## src/sdrs_pkg.sv

```systemverilog
// Package with register map, reset values, timing constants and carrier types of the register set.
package sdrs_pkg;

    localparam int          ADR_W          = 9;
    localparam int          CLK_HZ         = 25_000_000;
    // Register indices; the byte address on the bus is four times the index.
    localparam logic [6:0]  IDX_CHOP       = 7'h6C;
    localparam logic [6:0]  IDX_COOL       = 7'h6D;
    localparam logic [6:0]  IDX_COMM       = 7'h6E;
    localparam logic [6:0]  IDX_FLAGS      = 7'h6F;
    localparam logic [6:0]  IDX_VPWM       = 7'h70;
    localparam logic [6:0]  IDX_AMPL       = 7'h71;
    localparam logic [6:0]  IDX_AUTO       = 7'h72;
    localparam logic [6:0]  IDX_LOST       = 7'h73;
    // Implemented widths of the registers.
    localparam int          COOL_W         = 25;
    localparam int          COMM_W         = 24;
    localparam int          LOST_W         = 20;
    // Reset values.
    localparam logic [31:0] CHOP_RST       = 32'h10410150;
    localparam logic [31:0] VPWM_RST       = 32'hC40C001E;
    localparam logic [24:0] COOL_RST       = 25'h0000000;
    localparam logic [23:0] COMM_RST       = 24'h000000;
    // Field positions inside the commutation timing control word.
    localparam int          ON_TIME_LSB    = 0;
    localparam int          ON_TIME_W      = 10;
    localparam int          LOSS_LSB       = 16;
    localparam int          LOSS_W         = 8;
    // Step-loss limit unit in clock periods, and the resulting counter width.
    localparam int          LOSS_SCALE     = 16;
    localparam int          LOSS_SHIFT     = 4;
    localparam int          ON_CNT_W       = LOSS_W + LOSS_SHIFT;
    // Field positions inside the amplitude and auto-tuning result words.
    localparam int          AMPL_SCALE_LSB = 0;
    localparam int          AMPL_OFS_LSB   = 16;
    localparam int          AUTO_OFS_LSB   = 0;
    localparam int          AUTO_GRAD_LSB  = 16;
    // Default sine table: amplitude and full-wave length.
    localparam int          SINE_AMPL      = 248;
    localparam int          SINE_STEPS     = 1024;
    localparam int          SINE_QUARTER   = 256;

    typedef struct packed {
        logic              cyc;
        logic              stb;
        logic              we;
        logic [ADR_W-1:0]  adr;
        logic [3:0]        sel;
        logic [31:0]       dat;
    } sdrs_wb_req_t;

    typedef struct packed {
        logic [31:0]       load_flags;
        logic [7:0]        ampl_scale;
        logic [8:0]        ampl_offset;
        logic [7:0]        auto_offset;
        logic [7:0]        auto_gradient;
    } sdrs_result_t;

    typedef struct packed {
        logic              step;
        logic              dir;
        logic              commutation_ready_output;
        logic              step_direction_select;
        logic              commutation_mode_enable_pin;
        logic              pwm_on;
        logic              high_velocity_fullstep;
        logic [22:0]       velocity;
        logic [22:0]       commutation_mode_min_velocity;
        logic [22:0]       high_velocity_threshold;
    } sdrs_motion_t;

endpackage : sdrs_pkg

```

## src/sdrs_regs.sv

```systemverilog
// Register set of the stepper driver: bus slave, commutation timing limits and lost-step counter.
`timescale 1ns/1ps
`default_nettype none

// Contract
// - On-time limit is commutation word bits 9:0, counted in clock periods.
// - Step-loss limit is bits 23:16 times sixteen periods; zero disables detection.
// - Commutation mode is enabled by its pin or by the minimum velocity threshold.
// - Step-loss detection also works above high threshold with fullstep switching.
// - Amplitude result bits 7:0 report voltage scaling, read-only, 255 is maximum.
// - Amplitude result holds nine-bit signed duty offset spanning -255 to +255.
// - Auto result bits 7:0 report automatically found PWM offset, read-only.
// - Auto result bits 23:16 report automatically found PWM gradient.
// - Count step pulses arriving in commutation mode while the ready output is low.
// - Lost-step counter is 20 bits, wraps, follows direction, only in step/dir mode.
// - Default table entry i is round(248*sin(2*pi*i/1024+pi/1024)) minus one.
// - Default waveform peaks at +247 and -248.
// - Rounding of the default table is half up.
// - Chopper configuration is read/write, 32 bits, reset 0x10410150.
// - Voltage chopper configuration is write-only, 32 bits, reset 0xC40C001E.
// - Read-only 32-bit status carries load measurement and driver error flags.
// - Write-only 25-bit register holds current control and load detection setup.
module sdrs_regs #(
    parameter int TAB_IDX_W = 10
) (
    input  wire logic                   SYS_CLK,
    input  wire logic                   RST,
    input  wire sdrs_pkg::sdrs_wb_req_t WB_REQ,
    output logic                        WB_ACK,
    output logic [31:0]                 WB_DAT_O,
    input  wire sdrs_pkg::sdrs_result_t RESULTS,
    input  wire sdrs_pkg::sdrs_motion_t MOTION,
    input  wire logic [TAB_IDX_W-1:0]   TABLE_POS,
    output logic [8:0]                  TABLE_VALUE,
    output logic [31:0]                 CHOP_CONFIG,
    output logic [24:0]                 COOL_CONFIG,
    output logic [31:0]                 VPWM_CONFIG,
    output logic                        COMMUTATION_MODE_ACTIVE,
    output logic                        STEP_LOSS_DETECT_ENABLE,
    output logic                        PWM_ON_CUT,
    output logic                        STEP_LOSS_DETECTED
);
    import sdrs_pkg::*;

    ////////////////////////////////////////////////////////////////////////////////
    // Default sine table, evaluated at elaboration time.

    function automatic int sine_entry(input int i);
        real y;
        y = $itor(SINE_AMPL) * $sin(2.0 * 3.14159265358979 * $itor(i) / $itor(SINE_STEPS)
            + 3.14159265358979 / $itor(SINE_STEPS));
        return int'($floor(y + 0.5)) - 1;
    endfunction : sine_entry

    function automatic logic [31:0] lane_merge(input logic [31:0] old_val,
                                               input logic [31:0] new_val,
                                               input logic [3:0]  sel);
        logic [31:0] r;
        r = old_val;
        for (int b = 0; b < 4; b++) begin
            if (sel[b]) begin
                r[8*b +: 8] = new_val[8*b +: 8];
            end
        end
        return r;
    endfunction : lane_merge

    logic [7:0] quarter_tab [SINE_QUARTER];

    for (genvar g = 0; g < SINE_QUARTER; g++) begin : g_tab
        localparam int V = sine_entry(g);
        assign quarter_tab[g] = V[7:0];
    end

    ////////////////////////////////////////////////////////////////////////////////
    // State.

    typedef struct packed {
        logic                ack;
        logic [31:0]         dat;
        logic [31:0]         chop;
        logic [COOL_W-1:0]   cool;
        logic [COMM_W-1:0]   comm;
        logic [31:0]         vpwm;
        logic [LOST_W-1:0]   lost;
        logic                step_prev;
        logic [ON_CNT_W-1:0] on_cnt;
        logic                cut;
        logic                loss;
        logic [8:0]          tab;
    } sdrs_state_t;

    sdrs_state_t state_reg;
    sdrs_state_t state_next;

    logic [6:0]            idx;
    logic                  req_new;
    logic                  comm_active;
    logic                  loss_enable;
    logic [ON_TIME_W-1:0]  on_time_limit;
    logic [LOSS_W-1:0]     loss_limit;
    logic [ON_CNT_W-1:0]   loss_cycles;
    logic                  step_edge;
    logic [7:0]            quarter_idx;
    logic [7:0]            mag;

    ////////////////////////////////////////////////////////////////////////////////
    // Commutation timing.

    assign on_time_limit = state_reg.comm[ON_TIME_LSB +: ON_TIME_W];
    assign loss_limit    = state_reg.comm[LOSS_LSB +: LOSS_W];
    assign loss_cycles   = {loss_limit, {LOSS_SHIFT{1'b0}}};

    // A zero minimum velocity means the threshold path is switched off.
    assign comm_active = MOTION.commutation_mode_enable_pin
        || ((MOTION.commutation_mode_min_velocity != 23'h000000)
            && (MOTION.velocity >= MOTION.commutation_mode_min_velocity));

    assign loss_enable = (loss_limit != 8'h00)
        && (comm_active
            || (MOTION.high_velocity_fullstep
                && (MOTION.velocity >= MOTION.high_velocity_threshold)));

    assign step_edge = MOTION.step && !state_reg.step_prev;

    ////////////////////////////////////////////////////////////////////////////////
    // Full-wave lookup built from the quarter table by symmetry.

    assign quarter_idx = TABLE_POS[8] ? ~TABLE_POS[7:0] : TABLE_POS[7:0];
    assign mag         = quarter_tab[quarter_idx];

    ////////////////////////////////////////////////////////////////////////////////
    // Bus decode and next state.

    assign idx     = WB_REQ.adr[ADR_W-1:2];
    assign req_new = WB_REQ.cyc && WB_REQ.stb && !state_reg.ack;

    always_comb begin
        state_next           = state_reg;
        state_next.ack       = req_new;
        state_next.step_prev = MOTION.step;

        if (req_new && WB_REQ.we) begin
            // Read-only and unmapped indices fall through and are ignored.
            if (idx == IDX_CHOP) begin
                state_next.chop = lane_merge(state_reg.chop, WB_REQ.dat, WB_REQ.sel);
            end else if (idx == IDX_COOL) begin
                state_next.cool = COOL_W'(lane_merge({7'h00, state_reg.cool}, WB_REQ.dat,
                                                     WB_REQ.sel));
            end else if (idx == IDX_COMM) begin
                state_next.comm = COMM_W'(lane_merge({8'h00, state_reg.comm}, WB_REQ.dat,
                                                     WB_REQ.sel));
            end else if (idx == IDX_VPWM) begin
                state_next.vpwm = lane_merge(state_reg.vpwm, WB_REQ.dat, WB_REQ.sel);
            end
        end

        state_next.dat = 32'h00000000;
        if (req_new && !WB_REQ.we) begin
            if (idx == IDX_CHOP) begin
                state_next.dat = state_reg.chop;
            end else if (idx == IDX_FLAGS) begin
                state_next.dat = RESULTS.load_flags;
            end else if (idx == IDX_AMPL) begin
                state_next.dat[AMPL_SCALE_LSB +: 8] = RESULTS.ampl_scale;
                state_next.dat[AMPL_OFS_LSB +: 9]   = RESULTS.ampl_offset;
            end else if (idx == IDX_AUTO) begin
                state_next.dat[AUTO_OFS_LSB +: 8]  = RESULTS.auto_offset;
                state_next.dat[AUTO_GRAD_LSB +: 8] = RESULTS.auto_gradient;
            end else if (idx == IDX_LOST) begin
                state_next.dat[LOST_W-1:0] = state_reg.lost;
            end
        end

        // The counter saturates so a very long on phase cannot wrap into a short one.
        if (!MOTION.pwm_on) begin
            state_next.on_cnt = '0;
        end else if (state_reg.on_cnt != {ON_CNT_W{1'b1}}) begin
            state_next.on_cnt = state_reg.on_cnt + ON_CNT_W'(1);
        end
        state_next.cut  = MOTION.pwm_on && comm_active
            && (state_next.on_cnt >= {{(ON_CNT_W-ON_TIME_W){1'b0}}, on_time_limit});
        state_next.loss = MOTION.pwm_on && loss_enable
            && (state_next.on_cnt >= loss_cycles);

        if (step_edge && comm_active && !MOTION.commutation_ready_output
            && MOTION.step_direction_select) begin
            if (MOTION.dir) begin
                state_next.lost = state_reg.lost - LOST_W'(1);
            end else begin
                state_next.lost = state_reg.lost + LOST_W'(1);
            end
        end

        // Negative half is the ones' complement, so the trough is -248.
        if (TABLE_POS[TAB_IDX_W-1]) begin
            state_next.tab = ~{1'b0, mag};
        end else begin
            state_next.tab = {1'b0, mag};
        end
    end

    always_ff @(posedge SYS_CLK) begin
        if (RST) begin
            state_reg           <= '0;
            state_reg.chop      <= CHOP_RST;
            state_reg.cool      <= COOL_RST;
            state_reg.comm      <= COMM_RST;
            state_reg.vpwm      <= VPWM_RST;
        end else begin
            state_reg <= state_next;
        end
    end

    ////////////////////////////////////////////////////////////////////////////////
    // Outputs.

    assign WB_ACK                  = state_reg.ack;
    assign WB_DAT_O                = state_reg.dat;
    assign CHOP_CONFIG             = state_reg.chop;
    assign COOL_CONFIG             = state_reg.cool;
    assign VPWM_CONFIG             = state_reg.vpwm;
    assign TABLE_VALUE             = state_reg.tab;
    assign PWM_ON_CUT              = state_reg.cut;
    assign STEP_LOSS_DETECTED      = state_reg.loss;
    assign COMMUTATION_MODE_ACTIVE = comm_active;
    assign STEP_LOSS_DETECT_ENABLE = loss_enable;

endmodule : sdrs_regs

`default_nettype wire

```

## config.mk

```make
export PLATFORM = sky130hd
export DESIGN_NAME = sdrs_regs
export DESIGN_NICKNAME = d
export VERILOG_FILES = /design/src/sdrs_pkg.sv /design/src/sdrs_regs.sv
export SDC_FILE = /design/constraint.sdc
export NUM_CORES = 1
export LEC_CHECK = 0
export BUFFER_PORTS_ARGS = -buffer_cell sky130_fd_sc_hd__clkbuf_2
export CAP_MARGIN = 20
export CELL_PAD_IN_SITES_DETAIL_PLACEMENT = 0
export CELL_PAD_IN_SITES_GLOBAL_PLACEMENT = 1
export CORE_MARGIN = 3
export CORE_UTILIZATION = 28
export CTS_CLUSTER_DIAMETER = 80
export DETAILED_ROUTE_END_ITERATION = 16
export PLACE_DENSITY_LB_ADDON = 0.1
export SLEW_MARGIN = 20
export SYNTH_ARGS = -nofsm -noshare
export SYNTH_HDL_FRONTEND = slang
export SYNTH_SLANG_ARGS = --single-unit
export TNS_END_PERCENT = 5
```

## constraint.sdc

```tcl
create_clock -name SYS_CLK -period 4.5 [get_ports SYS_CLK]
set_input_delay 0.675 -clock SYS_CLK [delete_from_list [all_inputs] [get_ports SYS_CLK]]
set_output_delay 0.675 -clock SYS_CLK [all_outputs]
set_load 0.03 [all_outputs]
```

After elaboration in Yosys (flattened, before gate mapping)
Memory sizes are Yosys's and may differ from the RTL's.
Cells that the tools add are included.
- add/subtract/negate cells: 3
- magnitude comparators: 5
- equal/unequal tests: 9
- mux-type cells: 19
- bitwise gates (word level): 8
- reductions and logical operators: 40
- operators with widths (kind ; count):
    2-to-1 mux 8 bit ; 9
    equality test 7 bit, second input constant ; 8
    >= comparator 23 bit ; 2
    2-to-1 mux 20 bit ; 2
    2-to-1 mux 32 bit ; 1
    2-to-1 mux 25 bit ; 1
    2-to-1 mux 12 bit ; 2
    AND reduction 6 bit ; 4
    nonzero test 23 bit ; 1
    adder 20 x 1 -> 20 bit, second input constant ; 1
    subtractor 20 x 1 -> 20 bit, second input constant ; 1
    inverter 8 -> 9 bit ; 2
    AND reduction 4 bit ; 4
    logical AND 1 bit ; 15
    AND reduction 5 bit ; 3
    adder 12 x 1 -> 12 bit, second input constant ; 1
    >= comparator 12 x 10 -> 1 bit ; 1
    >= comparator 12 bit ; 1
    inequality test 12 bit, second input constant ; 1
    AND reduction 3 bit ; 4
    >= comparator 9 bit, second input constant ; 1
    2-to-1 mux 4 bit ; 2
    inverter 8 bit ; 1
    nonzero test 8 bit ; 1
    6 further kinds ; 15
- bits in registers: 184
- ROM bits: 2048
- logic and storage cells: 109
- memories: 1
- memories (name ; words ; bits a word ; rd ports ; clocked after Yosys merged registers in ; wr ports ; RTL line ; source):
    (no name shown) ; 256 ; 8 ; 1 ; 0 ; 0 ; sdrs_regs.sv:130 ; assign mag = quarter_tab[quarter_idx];

Depth between registers and ports, before layout
- depth after elaboration: 8
- depth in mapped cells: 18
- depth with buffers taken out: 17

Least setup slack after synthesis
No wires, ideal clock.
- path kind: input to output
- start point: input port MOTION[44] (netlist bit)
- end point: output port STEP_LOSS_DETECT_ENABLE
- data arrival time: 3.007 ns
- required time: 3.825 ns
- setup slack: 0.818 ns
- stages: 9
- buffers on the path: 0
- path through: inv_1 -> ha_1 -> nand4_1 -> nor2_1 -> o41ai_1 -> a2111oi_1 -> a21oi_1 -> o21bai_1 -> a2bb2oi_1
- longest elaborated chain between the ends: 5
- elaborated cells on any way between the ends: 6
- classes of those cells: order compare (1); reduce/logical (5)
- RTL lines (element ; RTL line ; source):
    from (decl) ; sdrs_regs.sv:32 ; input wire sdrs_pkg::sdrs_motion_t MOTION,
    >= comparator 23 bit / nonzero test 23 bit (equally long branches) ; sdrs_regs.sv:117, sdrs_regs.sv:116 ;
    logical AND 1 bit (*) ; sdrs_regs.sv:117 ; && (MOTION.velocity >= MOTION.commutation_mode_min_velocity));
    logical OR 1 bit (*) ; sdrs_regs.sv:116 ; || ((MOTION.commutation_mode_min_velocity != 23'h000000)
    named net COMMUTATION_MODE_ACTIVE ; sdrs_regs.sv:38 ; output logic COMMUTATION_MODE_ACTIVE,
    logical OR 1 bit (*) ; sdrs_regs.sv:121 ; || (MOTION.high_velocity_fullstep
    logical AND 1 bit (*) ; sdrs_regs.sv:120 ; && (comm_active
    to (decl) ; sdrs_regs.sv:39 ; output logic STEP_LOSS_DETECT_ENABLE,
The timed path passes the listed nets; every way through them passes the cells marked *.

Final worst setup path
- start point: input port MOTION[46] (netlist bit)
- end point: output port STEP_LOSS_DETECT_ENABLE
- longest elaborated chain between the ends: 5
- elaborated cells on any way between the ends: 7
- classes of those cells: order compare (2); reduce/logical (5)
- RTL lines (element ; RTL line):
    >= comparator 23 bit ; sdrs_regs.sv:117
    logical AND 1 bit ; sdrs_regs.sv:117
    logical OR 1 bit ; sdrs_regs.sv:116
    logical OR 1 bit (*) ; sdrs_regs.sv:121
    logical AND 1 bit (*) ; sdrs_regs.sv:120
Every way passes the cells marked *; elsewhere a longest branch is shown, timed or not.

==> results.ini <==
[cts]
numCtsBuffers=17
cts-root-buf=clkbuf_16
clk_latency_ns=0.46
clk_path_buf_depth=2
ctsResizeCount=0
cts_setup_buffers=0
cts_tree=built
clock_sinks=184
cts.hold.buffers_added=0
cts_max_level=4
path_clk_slew_ns=0.07

[synth]
synthTopCellsByCount=nand2_1 (204), dfxtp_1 (184), a21oi_1 (153)
synth_top_area_cell=dfxtp_1
synth_edf_count=0
syn_avg_cell_area_um2=7.817
synth.top_cells.by_area=dfxtp_1 (29%), ha_1 (9.1%), buf_4 (8.0%), a21oi_1 (6.0%), nand2_1 (6.0%)
syn_nets=1931
syn_area_um2=12790
ys_async_sr_fraction_pct=0
synthCells=1636
yosys_most_used_dff=dfxtp_1
ys_seq_elements=184
synth.most_common_cell=nand2_1
yosysWarnings=0
synth_top_cell_area_share_pct=28.80
synthDistinctLibCells=76
synth-seq-area-share_pct=28.80

[power_and_ir_drop]
pwr-share-comb_pct=21.7
p_clk_share_pct=37.6
p_seq_share_pct=40.7
power_switching_share_pct=31.17
total_leakage_power_nw=6.306
peakVddDrop_mv=0.2665
powerDensity_nw_per_um2=278.1
intPower_mw=2.803
switchingPower_mw=1.270
power.total_mw=4.073

[cells_and_area]
nNetsFinal=2097
fin_cells=2408
nFillCells=4861
largest_register_ffs=33
drive_above_1_share_pct=24.37
fin_area_um2=14650
fin_util_pct=32.77
areaGrowthSynthToFinish_pct=14.55

[placed_design]
io_buffers=333
post-place-cells=2375
gp_congestion=0.8282
post_dp_cell_area_um2=14070
dp_slack_ns=0.5828
hpwl_um=36660

[sta]
finalMaxSlewViolations=0
slew_headroom_pct=44.81
fin_crit_ns=3.894
skew_ns=0.01091
worstMarginPinSlew_ns=0.8248
period_share_pct=86.53
finalSetupTns_ns=0
holdWs_ns=0.4480
hold_viol=0
fmax_mhz=256.8
worst_slack_ns=0.6062
setup-violations-final=0
rsz0062_at_grt=false

[status]
outcome=completed

[die]
num_io_pins=336
rows=77
die_width_um=219.7
start_util_pct=28.61
dieArea_um2=48270
die_h_um=219.7
core_region_area_um2=44700

[global_route]
grt_max_degree=60
grt_pass1_wl_um=70360
antenna_found_initial=0
grt_pass1_vias=11670
gr-total-overflow=0
grt_usage_pct=19.13

[routing]
avgViaCountPerCell=4.961
drcViolationCount=0
wire_per_inst_um=19.64
vias=11950
wl_um=47290
drt-pass1-iter-count=5
ant_nets=0
drtIter0Drc=688

[critical_path]
r2r_cells=17
critical_path_class=input port to primary output
end_kind=primary output
required_ns=3.83
start_kind=input port
worstPathArrival_ns=3.22
path_max_fanout=2

[hold_path]
hp-class=input port to register
hold_depth=2

[job]
drv_cap=0

==> layout by cell type, fill, tap and decap left out, types with 9 or more instances in the layout <==
master / n
mux2i_1: 43
clkbuf_16: 17
nand2_1: 204
a211oi_1: 20
a21oi_1: 153
nand3_1: 74
nor4_1: 11
nor3_1: 18
nand4_1: 12
and2_1: 9
o21ai_0: 55
nand3b_1: 19
a221oi_1: 12
inv_1: 76
mux2_2: 13
ha_1: 93
a22oi_1: 40
dfxtp_1: 184
a31oi_1: 15
a21o_1: 19
nor2_1: 138
xor2_1: 12
o211ai_1: 23
nand2b_1: 18
xnor2_1: 25
nor2b_1: 13
o22ai_1: 11
buf_4: 38
clkbuf_2: 332
==> per-layer routing <==
layer  vias up  track usage, %  part of all wire (%)
li1       5954               -                     -
met1      5631           25.47                    46
met2       328           31.80                    47
met3        32           3.213                   5.1
met4         0           5.624                   1.8
met5         -               0                     0
==> kinds of logic after synthesis <==
| family | count (synthesis) | synth area share [%] |
|---|---|---|
| XOR/XNOR | 47 | 4.246 |
| flip-flops | 184 | 28.80 |
| buffers and inverters | 301 | 13.46 |
| AO/OA/AOI/OAI | 411 | 20.40 |
| multiplexers | 57 | 4.598 |
| AND/OR/NAND/NOR | 542 | 19.23 |
| adder cells (fa/ha/maj) | 94 | 9.255 |
==> power groups by stage <==
stage                     combinational [mW]  clock (mW)  sequential [mW]
after CTS                              0.885        1.59             1.66
after floorplan                        0.576           0             1.69
final                                  0.883        1.53             1.66
after detailed placement               0.882           0             1.70
after global routing                   0.976        1.65             1.66
after global placement                 0.886           0             1.70
==> final timing paths <==
path | slack, ns | endpoint | from
setup / recovery | 0.61 | STEP_LOSS_DETECT_ENABLE | MOTION[46]
hold reg to reg | 0.45 | VPWM_CONFIG[25] | VPWM_CONFIG[25]
setup reg to reg | 0.76 | PWM_ON_CUT | state_reg[11]
hold / removal | 0.45 | state_reg[23] | MOTION[75]
==> cell type report <==
class | count | area (um^2) | area share, %
Clock buffer | 17 | 425.4 | 2.904
Multi-Input combinational cell | 1151 | 7408 | 50.57
Clock inverter | 14 | 146.4 | 0.9993
Tap cell | 592 | 740.7 | 5.056
Inverter | 78 | 292.8 | 1.999
Sequential cell | 184 | 3684 | 25.15
Timing Repair Buffer | 370 | 1947 | 13.29
Antenna cell | 2 | 5.005 | 0.03416
==> critical path: stages <==
cell	delay [ns]
clkbuf_2	0.07
inv_1	0.05
ha_1	0.26
nand2b_1	0.09
a21o_1	0.10
a21oi_1	0.06
o21ai_0	0.22
a31oi_1	0.19
or4b_2	0.70
a31oi_1	0.31
a2bb2oi_1	0.24
clkbuf_2	0.25
(Power assumes the default switching activity.)
